<file path="config.mk">
export PLATFORM = sky130hd
export DESIGN_NAME = gp_port
export DESIGN_NICKNAME = d
export VERILOG_FILES = /design/src/gp_port_pkg.sv /design/src/gp_key_sense.sv /design/src/gp_pin_cell.sv /design/src/gp_port.sv
export VERILOG_INCLUDE_DIRS = /design/src
export SDC_FILE = /design/constraint.sdc
export NUM_CORES = 1
export LEC_CHECK = 0
export BUFFER_PORTS_ARGS = -buffer_cell sky130_fd_sc_hd__buf_4
export CAP_MARGIN = 30
export CORE_UTILIZATION = 25
export CTS_CLUSTER_SIZE = 8
export DETAILED_ROUTE_END_ITERATION = 12
export PLACE_DENSITY = 0.44
export SYNTH_ARGS = -nofsm -noshare
export SYNTH_HDL_FRONTEND = slang
export SYNTH_SLANG_ARGS = --single-unit
</file>
<file path="constraint.sdc">
create_clock -name CLK_I -period 4.8 [get_ports CLK_I]
set_clock_uncertainty 0.2 [all_clocks]
set_input_delay 0 -clock CLK_I [delete_from_list [all_inputs] [get_ports CLK_I]]
set_output_delay 0 -clock CLK_I [all_outputs]
set_load 0.005 [all_outputs]
</file>
<file path="src/gp_port_params.svh">
/*
  Constants of the general purpose pin port: register indices, reset
  values, field positions and widths.
  Assumes inclusion by bare name; holds definitions only.
*/
`ifndef GP_PORT_PARAMS_SVH
`define GP_PORT_PARAMS_SVH

// Register indices; byte address is four times the index
`define GP_IDX_A_DATA 4'h0
`define GP_IDX_A_PULL 4'h1
`define GP_IDX_A_DIR 4'h3
`define GP_IDX_B_DATA 4'h4
`define GP_IDX_B_PULL 4'h5
`define GP_IDX_B_DIR 4'h7
`define GP_IDX_DIG_EN 4'h8
`define GP_IDX_ANA_EN 4'h9
`define GP_IDX_KEY_CFG 4'hA
`define GP_IDX_KEY_MODE 4'hB
`define GP_IDX_IRQ_CFG 4'hC

// Reset values
`define GP_A_DATA_RST 5'h00
`define GP_A_PULL_RST 4'h0
`define GP_A_DIR_RST 4'h0
`define GP_B_RST 2'h0
`define GP_FUNC_EN_RST 7'h00
`define GP_KEY_RST 8'h00
`define GP_IRQ_RST 1'b0

// Pin positions
`define GP_PIN_IRQ 0
`define GP_PIN_DBG 4
`define GP_NUM_PINS 7
`define GP_NUM_KEYS 4

`endif

</file>
<file path="src/gp_port_pkg.sv">
/*
  Types of the general purpose pin port: per-pin control and pad bundles,
  and the bus answer states.
  Assumes nothing of its surroundings.
*/
`default_nettype none

package gp_port_pkg;

  // Controls that steer one pin
  typedef struct packed {
    logic dir;   // Output driver requested by software
    logic data;  // Output latch
    logic pull;  // Pull enable
    logic dig;   // Shared digital function owns the pin
    logic ana;   // Analog function owns the pin
    logic pd_sel; // Keypad asks for a pull-down instead
    logic off;   // Deep stop: everything off
  } pin_ctrl_t;

  // What one pin drives toward its pad
  typedef struct packed {
    logic out;
    logic oe;
    logic pu;
    logic pd;
    logic inbuf;
  } pin_pad_t;

  // Register bus answer phases
  typedef enum logic {BUS_IDLE, BUS_ANSWER} bus_state_t;

endpackage

`default_nettype wire

</file>
<file path="src/gp_key_sense.sv">
/*
  Keypad input sensing for one pin: edge, level or both, either polarity.
  Assumes a synchronous pin level; stop restricts sensing to low/falling.
*/
`default_nettype none

module gp_key_sense
(
  input wire logic clk_i, // Port clock
  input wire logic rst_i, // Synchronous reset, high
  input wire logic ce_i, // Clock enable
  input wire logic pin_i, // Pin level after input buffer
  input wire logic en_i, // Keypad pin enable
  input wire logic rise_i, // 1 = rising/high, 0 = falling/low
  input wire logic edge_en_i, // Sense edges
  input wire logic level_en_i, // Sense levels
  input wire logic stop_i, // Any stop mode
  output logic event_o // Registered event pulse
);

  logic prev_r, prev_nxt; // Last sampled level
  logic event_r, event_nxt; // Event flop
  logic pol; // Effective polarity

  ////////////////////////////////////////////////////////////////////////
  // Next event; stop modes force low/falling sensing
  always_comb
  begin
    pol = rise_i & ~stop_i;
    prev_nxt = pin_i;
    event_nxt = en_i & ((edge_en_i & (pol ? (pin_i & ~prev_r) : (~pin_i & prev_r)))
                | (level_en_i & (pin_i == pol)));
  end

  // Registers
  always_ff @(posedge clk_i)
  begin
    if (rst_i)
    begin
      prev_r <= 1'b1;
      event_r <= 1'b0;
    end
    else if (ce_i)
    begin
      prev_r <= prev_nxt;
      event_r <= event_nxt;
    end
  end

  assign event_o = event_r;

endmodule

`default_nettype wire

</file>
<file path="src/gp_pin_cell.sv">
/*
  One pin's buffer, pull and read-source logic; purely combinational.
  Assumes the pin level is synchronous to the port clock.
*/
`default_nettype none

module gp_pin_cell
(
  input wire gp_port_pkg::pin_ctrl_t ctrl_i, // Pin controls
  input wire logic per_out_i, // Peripheral output value
  input wire logic per_oe_i, // Peripheral output enable
  input wire logic pin_i, // Level on the pin
  output gp_port_pkg::pin_pad_t pad_o, // Pad controls
  output logic rd_o // Bit seen by a data register read
);

  logic drive_en; // Output enable before power gating
  logic pull_ok; // Pull allowed at all

  ////////////////////////////////////////////////////////////////////////
  // Buffers: analog beats digital function beats software
  always_comb
  begin
    if (ctrl_i.ana)
    begin
      drive_en = 1'b0;
    end
    else if (ctrl_i.dig)
    begin
      drive_en = per_oe_i;
    end
    else
    begin
      drive_en = ctrl_i.dir;
    end
    pad_o.oe = drive_en & ~ctrl_i.off;
    pad_o.out = ctrl_i.dig ? per_out_i : ctrl_i.data;
    pad_o.inbuf = ~ctrl_i.ana & ~ctrl_i.off;
    // Any output role, by software or peripheral, kills the pull
    pull_ok = ctrl_i.pull & ~ctrl_i.dir & ~(ctrl_i.dig & per_oe_i)
              & ~ctrl_i.ana & ~ctrl_i.off;
    pad_o.pu = pull_ok & ~ctrl_i.pd_sel;
    pad_o.pd = pull_ok & ctrl_i.pd_sel;
    // Direction alone picks the read source, even under a peripheral
    rd_o = ctrl_i.dir ? ctrl_i.data : (pin_i & pad_o.inbuf);
  end

endmodule

`default_nettype wire

</file>
<file path="src/gp_port.sv">
/*
  General purpose pin port: five-pin port A and two-pin port B behind an
  Avalon-MM slave, with shared digital, analog, keypad, interrupt and
  debug-strap handling and stop-mode behaviour.
  Assumes pins, peripheral signals and stop inputs are synchronous to CLK_I.
*/
`include "gp_port_params.svh"
`default_nettype none

// Function
// - Seven pins: five-bit A, two-bit B
// - Direction enables driver and picks read source
// - Input direction: driver off, read pin
// - Input buffer on unless analog enabled
// - Digital function drives; direction still picks read
// - Analog kills buffers; input read gives zero
// - Analog wins over digital function
// - Functions override; all off after reset
// - Pull-up off for outputs or analog
// - Keypad edge/level sensing, stop low only
// - Pin zero interrupt request wakes retention stop
// - Pin four low at reset: debug
// - Pin four is output-only in GPIO
// - Deep stop clears registers, pins off
// - Retention stop keeps all pin state
// - Port A data bits 4:0, top zero
module gp_port
(
  input wire logic CLK_I, // Port clock, 125 MHz
  input wire logic CE_I, // Clock enable, freezes state when low
  input wire logic SYS_RST_I, // Synchronous reset, high
  input wire logic [5:0] AVS_ADDRESS_I, // Byte address
  input wire logic AVS_READ_I, // Read request
  input wire logic AVS_WRITE_I, // Write request
  input wire logic [31:0] AVS_WRITEDATA_I, // Write data
  input wire logic [3:0] AVS_BYTEENABLE_I, // Byte enables
  output logic [31:0] AVS_READDATA_O, // Read data, registered
  output logic AVS_WAITREQUEST_O, // Wait request
  input wire logic [`GP_NUM_PINS-1:0] PIN_I, // Pin levels
  output logic [`GP_NUM_PINS-1:0] PIN_O, // Pin output values
  output logic [`GP_NUM_PINS-1:0] PIN_OE_O, // Pin output enables
  output logic [`GP_NUM_PINS-1:0] PULLUP_O, // Pull-up enables
  output logic [`GP_NUM_PINS-1:0] PULLDN_O, // Pull-down enables
  output logic [`GP_NUM_PINS-1:0] INBUF_EN_O, // Input buffer enables
  input wire logic [`GP_NUM_PINS-1:0] PERIPH_OUT_I, // Peripheral outputs
  input wire logic [`GP_NUM_PINS-1:0] PERIPH_OE_I, // Peripheral output enables
  output logic [`GP_NUM_PINS-1:0] PERIPH_IN_O, // Buffered pin levels to peripherals
  input wire logic DEEP_STOP_I, // Deep stop mode, level
  input wire logic RETAIN_STOP_I, // Retention stop mode, level
  input wire logic DBG_OUT_I, // Debug data out
  input wire logic DBG_OE_I, // Debug drive enable
  output logic DBG_IN_O, // Debug data in
  output logic DBG_MODE_O, // Pin four owned by debug
  output logic IRQ_REQ_O, // Interrupt request, registered
  output logic [`GP_NUM_KEYS-1:0] KEYPAD_EVENT_O // Keypad events, registered
);

  localparam int NP = `GP_NUM_PINS;
  localparam int NK = `GP_NUM_KEYS;

  ////////////////////////////////////////////////////////////////////////
  // Register storage, sized to the documented fields
  logic [4:0] a_data_r, a_data_nxt; // Port A latch
  logic [3:0] a_pull_r, a_pull_nxt; // Port A pulls
  logic [3:0] a_dir_r, a_dir_nxt; // Port A directions, pin four fixed
  logic [1:0] b_data_r, b_data_nxt; // Port B latch
  logic [1:0] b_pull_r, b_pull_nxt; // Port B pulls
  logic [1:0] b_dir_r, b_dir_nxt; // Port B directions
  logic [NP-1:0] dig_en_r, dig_en_nxt; // Shared digital enables
  logic [NP-1:0] ana_en_r, ana_en_nxt; // Analog enables
  logic [7:0] key_cfg_r, key_cfg_nxt; // Pin enables low, edge select high
  logic [7:0] key_mode_r, key_mode_nxt; // Edge enables low, level enables high
  logic irq_en_r, irq_en_nxt; // Pin zero interrupt enable
  logic irq_r, irq_nxt; // Interrupt request flop
  logic strap_pend_r, strap_pend_nxt; // Debug strap not yet sampled
  logic dbg_mode_r, dbg_mode_nxt; // Debug owns pin four
  gp_port_pkg::bus_state_t state_r, state_nxt; // Bus answer phase
  logic [31:0] rdata_r, rdata_nxt; // Read data
  logic req; // Bus request present
  logic aligned; // Word-aligned address
  logic [3:0] idx; // Register index
  logic wr_go; // Write takes effect this edge
  logic [7:0] rd_byte; // Selected register value

  ////////////////////////////////////////////////////////////////////////
  // Effective per-pin vectors
  logic [NP-1:0] dir_eff; // Direction as seen by the cells
  logic [NP-1:0] data_eff; // Latch values
  logic [NP-1:0] pull_eff; // Pull enables
  logic [NP-1:0] dig_eff; // Digital ownership incl. debug
  logic [NP-1:0] per_out; // Peripheral values incl. debug
  logic [NP-1:0] per_oe; // Peripheral enables incl. debug
  logic [NP-1:0] pd_sel; // Keypad pull-down requests
  logic [NP-1:0] rd_bits; // Read-back bits
  logic stop_any; // Any stop mode

  always_comb
  begin
    // Pin four is output-only, but stays off until the debug strap is taken
    dir_eff = {b_dir_r, ~strap_pend_r, a_dir_r};
    data_eff = {b_data_r, a_data_r};
    pull_eff = {b_pull_r, 1'b0, a_pull_r};
    dig_eff = dig_en_r;
    per_out = PERIPH_OUT_I;
    per_oe = PERIPH_OE_I;
    dig_eff[`GP_PIN_DBG] = dig_en_r[`GP_PIN_DBG] | dbg_mode_r;
    per_out[`GP_PIN_DBG] = dbg_mode_r ? DBG_OUT_I : PERIPH_OUT_I[`GP_PIN_DBG];
    per_oe[`GP_PIN_DBG] = dbg_mode_r ? DBG_OE_I : PERIPH_OE_I[`GP_PIN_DBG];
    pd_sel = {{(NP-NK){1'b0}}, key_cfg_r[3:0] & key_cfg_r[7:4]};
    stop_any = DEEP_STOP_I | RETAIN_STOP_I;
  end

  ////////////////////////////////////////////////////////////////////////
  // Per-pin cells and keypad senses
  for (genvar gi = 0; gi < NP; gi++)
  begin : g_pin
    gp_port_pkg::pin_ctrl_t ctrl; // Bundled controls
    gp_port_pkg::pin_pad_t pad; // Bundled pad outputs
    assign ctrl = '{dir: dir_eff[gi], data: data_eff[gi], pull: pull_eff[gi],
                    dig: dig_eff[gi], ana: ana_en_r[gi], pd_sel: pd_sel[gi],
                    off: DEEP_STOP_I};
    gp_pin_cell u_cell
    (
      .ctrl_i(ctrl),
      .per_out_i(per_out[gi]),
      .per_oe_i(per_oe[gi]),
      .pin_i(PIN_I[gi]),
      .pad_o(pad),
      .rd_o(rd_bits[gi])
    );
    assign PIN_O[gi] = pad.out;
    assign PIN_OE_O[gi] = pad.oe;
    assign PULLUP_O[gi] = pad.pu;
    assign PULLDN_O[gi] = pad.pd;
    assign INBUF_EN_O[gi] = pad.inbuf;
    assign PERIPH_IN_O[gi] = PIN_I[gi] & pad.inbuf;
    if (gi < NK)
    begin : g_key
      gp_key_sense u_key
      (
        .clk_i(CLK_I),
        .rst_i(SYS_RST_I),
        .ce_i(CE_I),
        .pin_i(PIN_I[gi] & pad.inbuf),
        .en_i(key_cfg_r[gi]),
        .rise_i(key_cfg_r[gi+4]),
        .edge_en_i(key_mode_r[gi]),
        .level_en_i(key_mode_r[gi+4]),
        .stop_i(stop_any),
        .event_o(KEYPAD_EVENT_O[gi])
      );
    end
  end

  ////////////////////////////////////////////////////////////////////////
  // Bus decode; one wait cycle, then the answer
  always_comb
  begin
    req = AVS_READ_I | AVS_WRITE_I;
    idx = AVS_ADDRESS_I[5:2];
    aligned = (AVS_ADDRESS_I[1:0] == 2'h0);
    AVS_WAITREQUEST_O = req & ~((state_r == gp_port_pkg::BUS_ANSWER) & CE_I);
    wr_go = (state_r == gp_port_pkg::BUS_ANSWER) & AVS_WRITE_I & AVS_BYTEENABLE_I[0]
            & aligned;
    // Unmapped or misaligned reads answer zero
    if (!aligned)
    begin
      rd_byte = 8'h00;
    end
    else if (idx == `GP_IDX_A_DATA)
    begin
      rd_byte = {3'h0, rd_bits[4:0]};
    end
    else if (idx == `GP_IDX_A_PULL)
    begin
      rd_byte = {4'h0, a_pull_r};
    end
    else if (idx == `GP_IDX_A_DIR)
    begin
      rd_byte = {4'h1, a_dir_r};
    end
    else if (idx == `GP_IDX_B_DATA)
    begin
      rd_byte = {6'h00, rd_bits[6:5]};
    end
    else if (idx == `GP_IDX_B_PULL)
    begin
      rd_byte = {6'h00, b_pull_r};
    end
    else if (idx == `GP_IDX_B_DIR)
    begin
      rd_byte = {6'h00, b_dir_r};
    end
    else if (idx == `GP_IDX_DIG_EN)
    begin
      rd_byte = {1'b0, dig_en_r};
    end
    else if (idx == `GP_IDX_ANA_EN)
    begin
      rd_byte = {1'b0, ana_en_r};
    end
    else if (idx == `GP_IDX_KEY_CFG)
    begin
      rd_byte = key_cfg_r;
    end
    else if (idx == `GP_IDX_KEY_MODE)
    begin
      rd_byte = key_mode_r;
    end
    else if (idx == `GP_IDX_IRQ_CFG)
    begin
      rd_byte = {6'h00, dbg_mode_r, irq_en_r};
    end
    else
    begin
      rd_byte = 8'h00;
    end
  end

  ////////////////////////////////////////////////////////////////////////
  // Next register values
  always_comb
  begin
    a_data_nxt = a_data_r;
    a_pull_nxt = a_pull_r;
    a_dir_nxt = a_dir_r;
    b_data_nxt = b_data_r;
    b_pull_nxt = b_pull_r;
    b_dir_nxt = b_dir_r;
    dig_en_nxt = dig_en_r;
    ana_en_nxt = ana_en_r;
    key_cfg_nxt = key_cfg_r;
    key_mode_nxt = key_mode_r;
    irq_en_nxt = irq_en_r;
    state_nxt = state_r;
    rdata_nxt = rdata_r;
    strap_pend_nxt = 1'b0;
    dbg_mode_nxt = dbg_mode_r;
    // Strap sampled once, first enabled edge after reset release
    if (strap_pend_r)
    begin
      dbg_mode_nxt = ~PIN_I[`GP_PIN_DBG];
    end
    // Bus phase
    case (state_r)
      gp_port_pkg::BUS_IDLE:
      begin
        if (req)
        begin
          state_nxt = gp_port_pkg::BUS_ANSWER;
          rdata_nxt = {24'h00_0000, rd_byte};
        end
      end
      default:
      begin
        state_nxt = gp_port_pkg::BUS_IDLE;
      end
    endcase
    // Register writes; reserved bits are dropped
    if (wr_go)
    begin
      if (idx == `GP_IDX_A_DATA)
      begin
        a_data_nxt = AVS_WRITEDATA_I[4:0];
      end
      else if (idx == `GP_IDX_A_PULL)
      begin
        a_pull_nxt = AVS_WRITEDATA_I[3:0];
      end
      else if (idx == `GP_IDX_A_DIR)
      begin
        a_dir_nxt = AVS_WRITEDATA_I[3:0];
      end
      else if (idx == `GP_IDX_B_DATA)
      begin
        b_data_nxt = AVS_WRITEDATA_I[1:0];
      end
      else if (idx == `GP_IDX_B_PULL)
      begin
        b_pull_nxt = AVS_WRITEDATA_I[1:0];
      end
      else if (idx == `GP_IDX_B_DIR)
      begin
        b_dir_nxt = AVS_WRITEDATA_I[1:0];
      end
      else if (idx == `GP_IDX_DIG_EN)
      begin
        dig_en_nxt = AVS_WRITEDATA_I[6:0];
      end
      else if (idx == `GP_IDX_ANA_EN)
      begin
        ana_en_nxt = AVS_WRITEDATA_I[6:0];
      end
      else if (idx == `GP_IDX_KEY_CFG)
      begin
        key_cfg_nxt = AVS_WRITEDATA_I[7:0];
      end
      else if (idx == `GP_IDX_KEY_MODE)
      begin
        key_mode_nxt = AVS_WRITEDATA_I[7:0];
      end
      else if (idx == `GP_IDX_IRQ_CFG)
      begin
        irq_en_nxt = AVS_WRITEDATA_I[0];
      end
    end
    // Deep stop powers the registers down; retention stop leaves them
    if (DEEP_STOP_I)
    begin
      a_data_nxt = `GP_A_DATA_RST;
      a_pull_nxt = `GP_A_PULL_RST;
      a_dir_nxt = `GP_A_DIR_RST;
      b_data_nxt = `GP_B_RST;
      b_pull_nxt = `GP_B_RST;
      b_dir_nxt = `GP_B_RST;
      dig_en_nxt = `GP_FUNC_EN_RST;
      ana_en_nxt = `GP_FUNC_EN_RST;
      key_cfg_nxt = `GP_KEY_RST;
      key_mode_nxt = `GP_KEY_RST;
      irq_en_nxt = `GP_IRQ_RST;
    end
    // Low level on pin zero requests the interrupt and retention stop exit
    irq_nxt = irq_en_r & ~PIN_I[`GP_PIN_IRQ] & INBUF_EN_O[`GP_PIN_IRQ];
  end

  ////////////////////////////////////////////////////////////////////////
  // Registers; reset leaves every shared function off
  always_ff @(posedge CLK_I)
  begin
    if (SYS_RST_I)
    begin
      a_data_r <= `GP_A_DATA_RST;
      a_pull_r <= `GP_A_PULL_RST;
      a_dir_r <= `GP_A_DIR_RST;
      b_data_r <= `GP_B_RST;
      b_pull_r <= `GP_B_RST;
      b_dir_r <= `GP_B_RST;
      dig_en_r <= `GP_FUNC_EN_RST;
      ana_en_r <= `GP_FUNC_EN_RST;
      key_cfg_r <= `GP_KEY_RST;
      key_mode_r <= `GP_KEY_RST;
      irq_en_r <= `GP_IRQ_RST;
      irq_r <= 1'b0;
      strap_pend_r <= 1'b1;
      dbg_mode_r <= 1'b0;
      state_r <= gp_port_pkg::BUS_IDLE;
      rdata_r <= 32'h0000_0000;
    end
    else if (CE_I)
    begin
      // Retention stop needs nothing: the flops simply hold
      a_data_r <= a_data_nxt;
      a_pull_r <= a_pull_nxt;
      a_dir_r <= a_dir_nxt;
      b_data_r <= b_data_nxt;
      b_pull_r <= b_pull_nxt;
      b_dir_r <= b_dir_nxt;
      dig_en_r <= dig_en_nxt;
      ana_en_r <= ana_en_nxt;
      key_cfg_r <= key_cfg_nxt;
      key_mode_r <= key_mode_nxt;
      irq_en_r <= irq_en_nxt;
      irq_r <= irq_nxt;
      strap_pend_r <= strap_pend_nxt;
      dbg_mode_r <= dbg_mode_nxt;
      state_r <= state_nxt;
      rdata_r <= rdata_nxt;
    end
  end

  assign AVS_READDATA_O = rdata_r;
  assign IRQ_REQ_O = irq_r;
  assign DBG_MODE_O = dbg_mode_r;
  assign DBG_IN_O = PIN_I[`GP_PIN_DBG] & INBUF_EN_O[`GP_PIN_DBG];
endmodule

`default_nettype wire

</file>
* After elaboration in Yosys (flattened, before gate mapping)
Cells that the tools add are included.
** Storage, ports and cells
- Flip-flop bits (word level) :: 70
- Input port bits :: 72
** Cells by class
- Eq/ne operators :: 24
- Mux-type cells :: 136
- Bitwise gates (word level) :: 136
- Reduce and logical (&&, ||, !) cells :: 27
** Operators with widths (count)
- 8-bit 2-to-1 mux :: 34
- 7-bit 2-to-1 mux :: 19
- 1-bit bitwise AND :: 90
- 1-bit 2-to-1 mux :: 49
- 2-bit 2-to-1 mux :: 22
- 1-bit inverter :: 38
- 4-bit 2-to-1 mux :: 9
- 2-bit nonzero test :: 12
- 4-bit equality test (second input constant) :: 5
- 2-bit != test (second input constant) :: 10
- 5-bit 2-to-1 mux :: 3
- 13-bit AND reduction :: 1
- 4-bit by 3-bit equality test with 1-bit output (second input constant) :: 3
- 12-bit AND reduction :: 1
- 11-bit AND reduction :: 1
- 10-bit AND reduction :: 1
- 9-bit AND reduction :: 1
- 8-bit AND reduction :: 1
- 1-bit OR :: 7
- 7-bit AND reduction :: 1
- 3-bit AND reduction :: 2
- 6-bit AND reduction :: 1
- 5-bit AND reduction :: 1
- 4-bit bitwise AND :: 1
- other kinds (7) :: 10

* Longest topological paths before layout
- Depth after elaboration :: 14
- Mapped depth :: 8
- Mapped depth without buffers :: 5

* Hierarchy
A second synthesis with hierarchy kept.
** Second synthesis, totals
- Cells, all modules :: 491
- Area total of the unflattened synthesis :: 4302.9 µm²
** Modules (own cells, without submodules)
- gp_port :: instances 1, cells an instance 369, area an instance 3279.4 µm², seq. area each 1241.2 µm²
- gp_pin_cell :: instances 7, cells an instance 10, area an instance 77.6 µm², seq. area each 0.0 µm²
- gp_key_sense :: instances 4, cells an instance 13, area an instance 120.1 µm², seq. area each 40.0 µm²

* Least setup slack after synthesis
No wires, ideal clock.
- Path type :: reg2reg
- Start :: register state_r
- End :: register ana_en_r[0]
- Library setup time :: 0.128 ns
- Data arrival time :: 1.342 ns
- Setup slack :: 3.130 ns
- Stages on the path, launching flop included :: 7
- Path buffers :: 1
- Clock period less this slack :: 1.670 ns
- Cell sequence :: dfxtp_1 -> and4bb_1 -> buf_4 -> a41oi_2 -> nor2_8 -> mux2i_1 -> nor2_1
** On the way
- Longest elaborated chain between the ends :: 5
** Ends and longest elaborated chain
- from (decl) :: RTL line gp_port.sv:77 : gp_port_pkg::bus_state_t state_r, state_nxt;
- from (signal assigned) :: RTL line gp_port.sv:346 : state_r <= gp_port_pkg::BUS_IDLE;
- from (signal assigned) :: RTL line gp_port.sv:366 : state_r <= state_nxt;
- 1-bit bitwise AND (2 in a row) :: RTL line gp_port.sv:163 : wr_go = (state_r == gp_port_pkg::BUS_ANSWER) & AVS_WRITE_I & AVS_BYTEENABLE_I[0]
- 1-bit bitwise AND :: RTL line gp_port.sv:164 : & aligned;
- 2-bit nonzero test (no source line)
- 10-bit AND reduction (no source line)
- to (signal assigned) :: RTL line gp_port.sv:339 : ana_en_r <= `GP_FUNC_EN_RST;
- to (signal assigned) :: RTL line gp_port.sv:359 : ana_en_r <= ana_en_nxt;
- to (decl) :: RTL line gp_port.sv:70 : logic [NP-1:0] ana_en_r, ana_en_nxt;
Every way passes these cells.
A chain may end at the register's enable or synchronous reset.

* Worst setup path after layout
- Start :: input port AVS_ADDRESS_I[1]
- End :: register rdata_r[1] (netlist: AVS_READDATA_O[1])
** On the way
- Longest elaborated chain between the ends :: 2
** Ends and longest elaborated chain
- from (decl) :: RTL line gp_port.sv:32 : input wire logic [5:0] AVS_ADDRESS_I,
- 2-bit zero test :: RTL line gp_port.sv:161 : aligned = (AVS_ADDRESS_I[1:0] == 2'h0);
- 8-bit 2-to-1 mux :: RTL line gp_port.sv:166 : if (!aligned)
- to (signal assigned) :: RTL line gp_port.sv:367 : rdata_r <= rdata_nxt;
- to (decl) :: RTL line gp_port.sv:78 : logic [31:0] rdata_r, rdata_nxt;
Every way passes these cells.

==> results.toml <==
[power]
pwr-share-clk = 0.445
report.power.total_mw = 1.54
leakagePower_nw = 2.19
power_density_nw_per_um2 = 274
p_sw_mw = 0.417
share_comb_of_total_power = 0.156
power.share.switching = 0.271
sequential_power_share = 0.399
vdd_drop_max_uv = 165
internal_power_mw = 1.12

[global_route]
grt_use_total = 0.169
grt_pass1_vias = 4025
gr-total-overflow = 0
antenna_violations_before_repair = 0
grt_first_pass_wirelength_mm = 23.5
grt_start_max_net_pins = 70

[clock_tree]
h_tree_levels = 3
cts-hold-fix-buffers = 17
clk_path_buf_depth = 2
tritoncts = "yes"
postCtsSetupBuffers = 0
cts-buffers-inserted = 9
clockRootBuffer = "sky130_fd_sc_hd__clkbuf_16"
clock_latency_ns = 0.34
clkSinkCount = 70
clock_edge_transition_at_the_registers_on_the_reported_setup_and_hold_paths_ns = 0.06
number_of_gates_resized_after_cts = 0

[drt]
drt-wirelength-per-cell_um = 17.7
dr.pass1.iters = 4
routed_wirelength_mm = 15.0
average_vias_per_placed_instance = 4.96
vias = 4199
drt_iter0_drc = 351
route.antenna.remaining_nets = 0
detail_route.drc_violations = 0

[floorplan]
start_util = 0.257
dieWidth_um = 136
area_inside_the_core_boundary_um2 = 17400
die_h_um = 136
die_area_um2 = 18500
design.portCount = 154
placementRows = 48

[worst_setup_path]
critPathCaptureType = "register"
regToRegSetupSlack_ns = 2.51
critPathMaxFanout = 5
crit_path_start_kind = "input pin"
worst-endpoint-required_ns = 4.89
category_of_the_critical_setup_timing_path = "in -> reg"
timing.critical_path.slowest_cell_delay_ns = 0.61
cpLargestDelayFamily = "buffers and inverters"
crit-reg2reg-capture = "AVS_READDATA_O[1]$_SDFFE_PP0P_"
worstPathArrival_ns = 2.75
worstRegToRegCells = 5
critPathBufInv = 4
critical-path-top-cell-by-count = "sky130_fd_sc_hd__dlygate4sd3_1"
worst_r2r_startpoint = "state_r$_SDFFE_PP0P_"
crit_path_start = "AVS_ADDRESS_I[1]"
worstPathCellList = "dlygate4sd3_1, buf_4, or2_2, dlygate4sd3_1, nor3_4, nand4_1, dlygate4sd3_1, nand3_1"
critPathSlowestCell = "sky130_fd_sc_hd__dlygate4sd3_1"

[timing]
max-slew-margin-rel = 0.373
layout_min_cycle_time_ns = 2.67
post-route-period-util = 0.555
slew_viol_final = 0
setup-violations-final = 0
tightest_slew_ns = 0.939
fin_tns_setup_ns = 0
rsz_0062_raised_after_global_routing = "false"
fmaxAchievable_mhz = 375
count_of_final_hold_check_violations = 0

[synthesis]
leading_register_cell_type_out_of_synthesis = "sky130_fd_sc_hd__dfxtp_1"
seq_area_frac_synth = 0.313
post_synth_main_area_contributors = "sky130_fd_sc_hd__dfxtp_1 (31%), sky130_fd_sc_hd__mux2i_1 (9.8%), sky130_fd_sc_hd__buf_4 (7.2%)"
yosysTopAreaCell = "sky130_fd_sc_hd__dfxtp_1"
synth.top_cells.by_count = "sky130_fd_sc_hd__nor2_1 (76), sky130_fd_sc_hd__dfxtp_1 (70), sky130_fd_sc_hd__mux2i_1 (44), sky130_fd_sc_hd__buf_4 (43), sky130_fd_sc_hd__a21oi_1 (33)"
ys_warn_count = 0
synth_edf_count = 0
syn_inst = 533
synth_seq_cells = 70
syn_area_per_cell_um2 = 8.41
async_reset_ff_frac = 0
yosys.cell_types.count = 73
syn_area_um2 = 4480
synth_top_area_share = 0.313
post-synth-top-count-cell = "sky130_fd_sc_hd__nor2_1"

[layout]
area_delta_synth_final_pct = 25.6
drive_above_1_share = 0.235
antenna_cells_inserted = 0
design.final.nets = 689

[min_path]
worstHoldPathType = "in -> reg"
hold-path-cell-count = 4
worstHoldStart = "AVS_WRITEDATA_I[3]"
whs_endpoint = "key_cfg_r[3]$_SDFFE_PP0P_"

[flow_run]
cap_violations = 0

[place]
gp_routability_congestion = 0.844
buffer_ports.inserted = 98
dp.final_hpwl_mm = 10.8

[status]
outcome = "completed"
-- tightest hold or removal path: cells and delay by family --
kind / cells / cell delay [ns]
buffers and inverters: 1 / 0.10
multiplexers: 1 / 0.16
AND/OR/NAND/NOR: 2 / 0.25
-- power groups by stage --
stage	sequential, mW	clock, mW	combinational (mW)
after floorplan	0.619	0	0.163
after global placement	0.626	0	0.228
after detailed placement	0.626	0	0.230
after CTS	0.614	0.698	0.241
after global routing	0.616	0.729	0.264
final	0.614	0.686	0.240
-- per-stage QoR --
| step | std cells | util | hold WS [ns] | area, um^2 | setup slack, ns |
|---|---|---|---|---|---|
| after floorplan | 560 | - | -0.0919 | 4580 | 3.13 |
| after global routing | 847 | 0.323 | 0.0353 | 5630 | 2.02 |
| after CTS | 847 | 0.323 | 0.00316 | 5630 | 2.18 |
| after detailed placement | 814 | 0.296 | 0.0269 | 5150 | 2.49 |
| after global placement | 814 | 0.296 | 0.0138 | 5150 | 2.52 |
| final | 847 | 0.323 | 0.0199 | 5630 | 2.13 |
-- worst max-delay path by stage --
stage / to / depth (start not counted)
2_1_floorplan: ana_en_r[0]$_SDFFE_PP0P_ / 6
3_5_place_dp: ana_en_r[2]$_SDFFE_PP0P_ / 6
6_report: AVS_READDATA_O[1]$_SDFFE_PP0P_ / 8
5_1_grt: AVS_READDATA_O[1]$_SDFFE_PP0P_ / 8
3_3_place_gp: ana_en_r[4]$_SDFFE_PP0P_ / 6
4_1_cts: AVS_READDATA_O[1]$_SDFFE_PP0P_ / 8
-- layer usage --
layer,vias to the layer above,track usage,part of all wire
li1,2018,-,-
met1,2006,0.229,0.46
met2,161,0.265,0.46
met3,14,0.0421,0.066
met4,0,0.0475,0.016
met5,-,0,0
-- cell type report --
cell class,instances,area [um^2]
Clock buffer,12,256
Clock inverter,4,45.0
Fill cell,1877,11800
Inverter,15,61.3
Multi-Input combinational cell,405,2670
Sequential cell,70,1400
Tap cell,225,282
Timing Repair Buffer,116,913
-- flip-flops by register name, summed over array words and instances (netlist names), 4 cells and up --
name                       flops
ana_en_r                       7
a_dir_r                        4
AVS_READDATA_O                 8
g_pin.g_key.u_key.prev_r       4
a_data_r                       5
key_mode_r                     8
dig_en_r                       7
key_cfg_r                      8
g_pin.g_key.u_key.event_o      4
a_pull_r                       4
-- placed cells by master, fill, tap and decap left out, drive strengths merged, types with 3 or more instances in the layout --
master,Yosys,routed
inv,15,15
a22o,4,4
a211o,3,3
o211ai,6,6
dfxtp,70,70
o22ai,3,3
mux2,5,5
nor2,82,82
dlygate4sd3,0,17
o32ai,4,4
nor3b,4,4
conb,1,28
a32oi,7,7
a21oi,34,34
a31oi,3,3
clkbuf,13,12
o21bai,3,3
nand2,32,32
buf,57,99
o21ai,21,21
nor3,8,8
a211oi,3,3
nor4,4,4
and2,7,7
nand3,13,13
mux2i,44,44
a22oi,3,3
a21boi,9,9
nor2b,16,16
a221oi,3,3
clkinv,0,3
o2111ai,3,3
a32o,3,3
nand2b,12,12
nand4b,4,4
a41oi,5,5
-- cells by family (layout without fill, tap and decap cells) --
kind of cell / count (synthesis) / after routing / synth area share
AND/OR/NAND/NOR: 196 / 196 / 0.242
AO/OA/AOI/OAI: 132 / 132 / 0.218
buffers and inverters: 85 / 147 / 0.115
flip-flops: 70 / 70 / 0.313
multiplexers: 49 / 49 / 0.111
other: 1 / 28 / 0.000837
No activity file was read; power rests on OpenSTA's default activity.
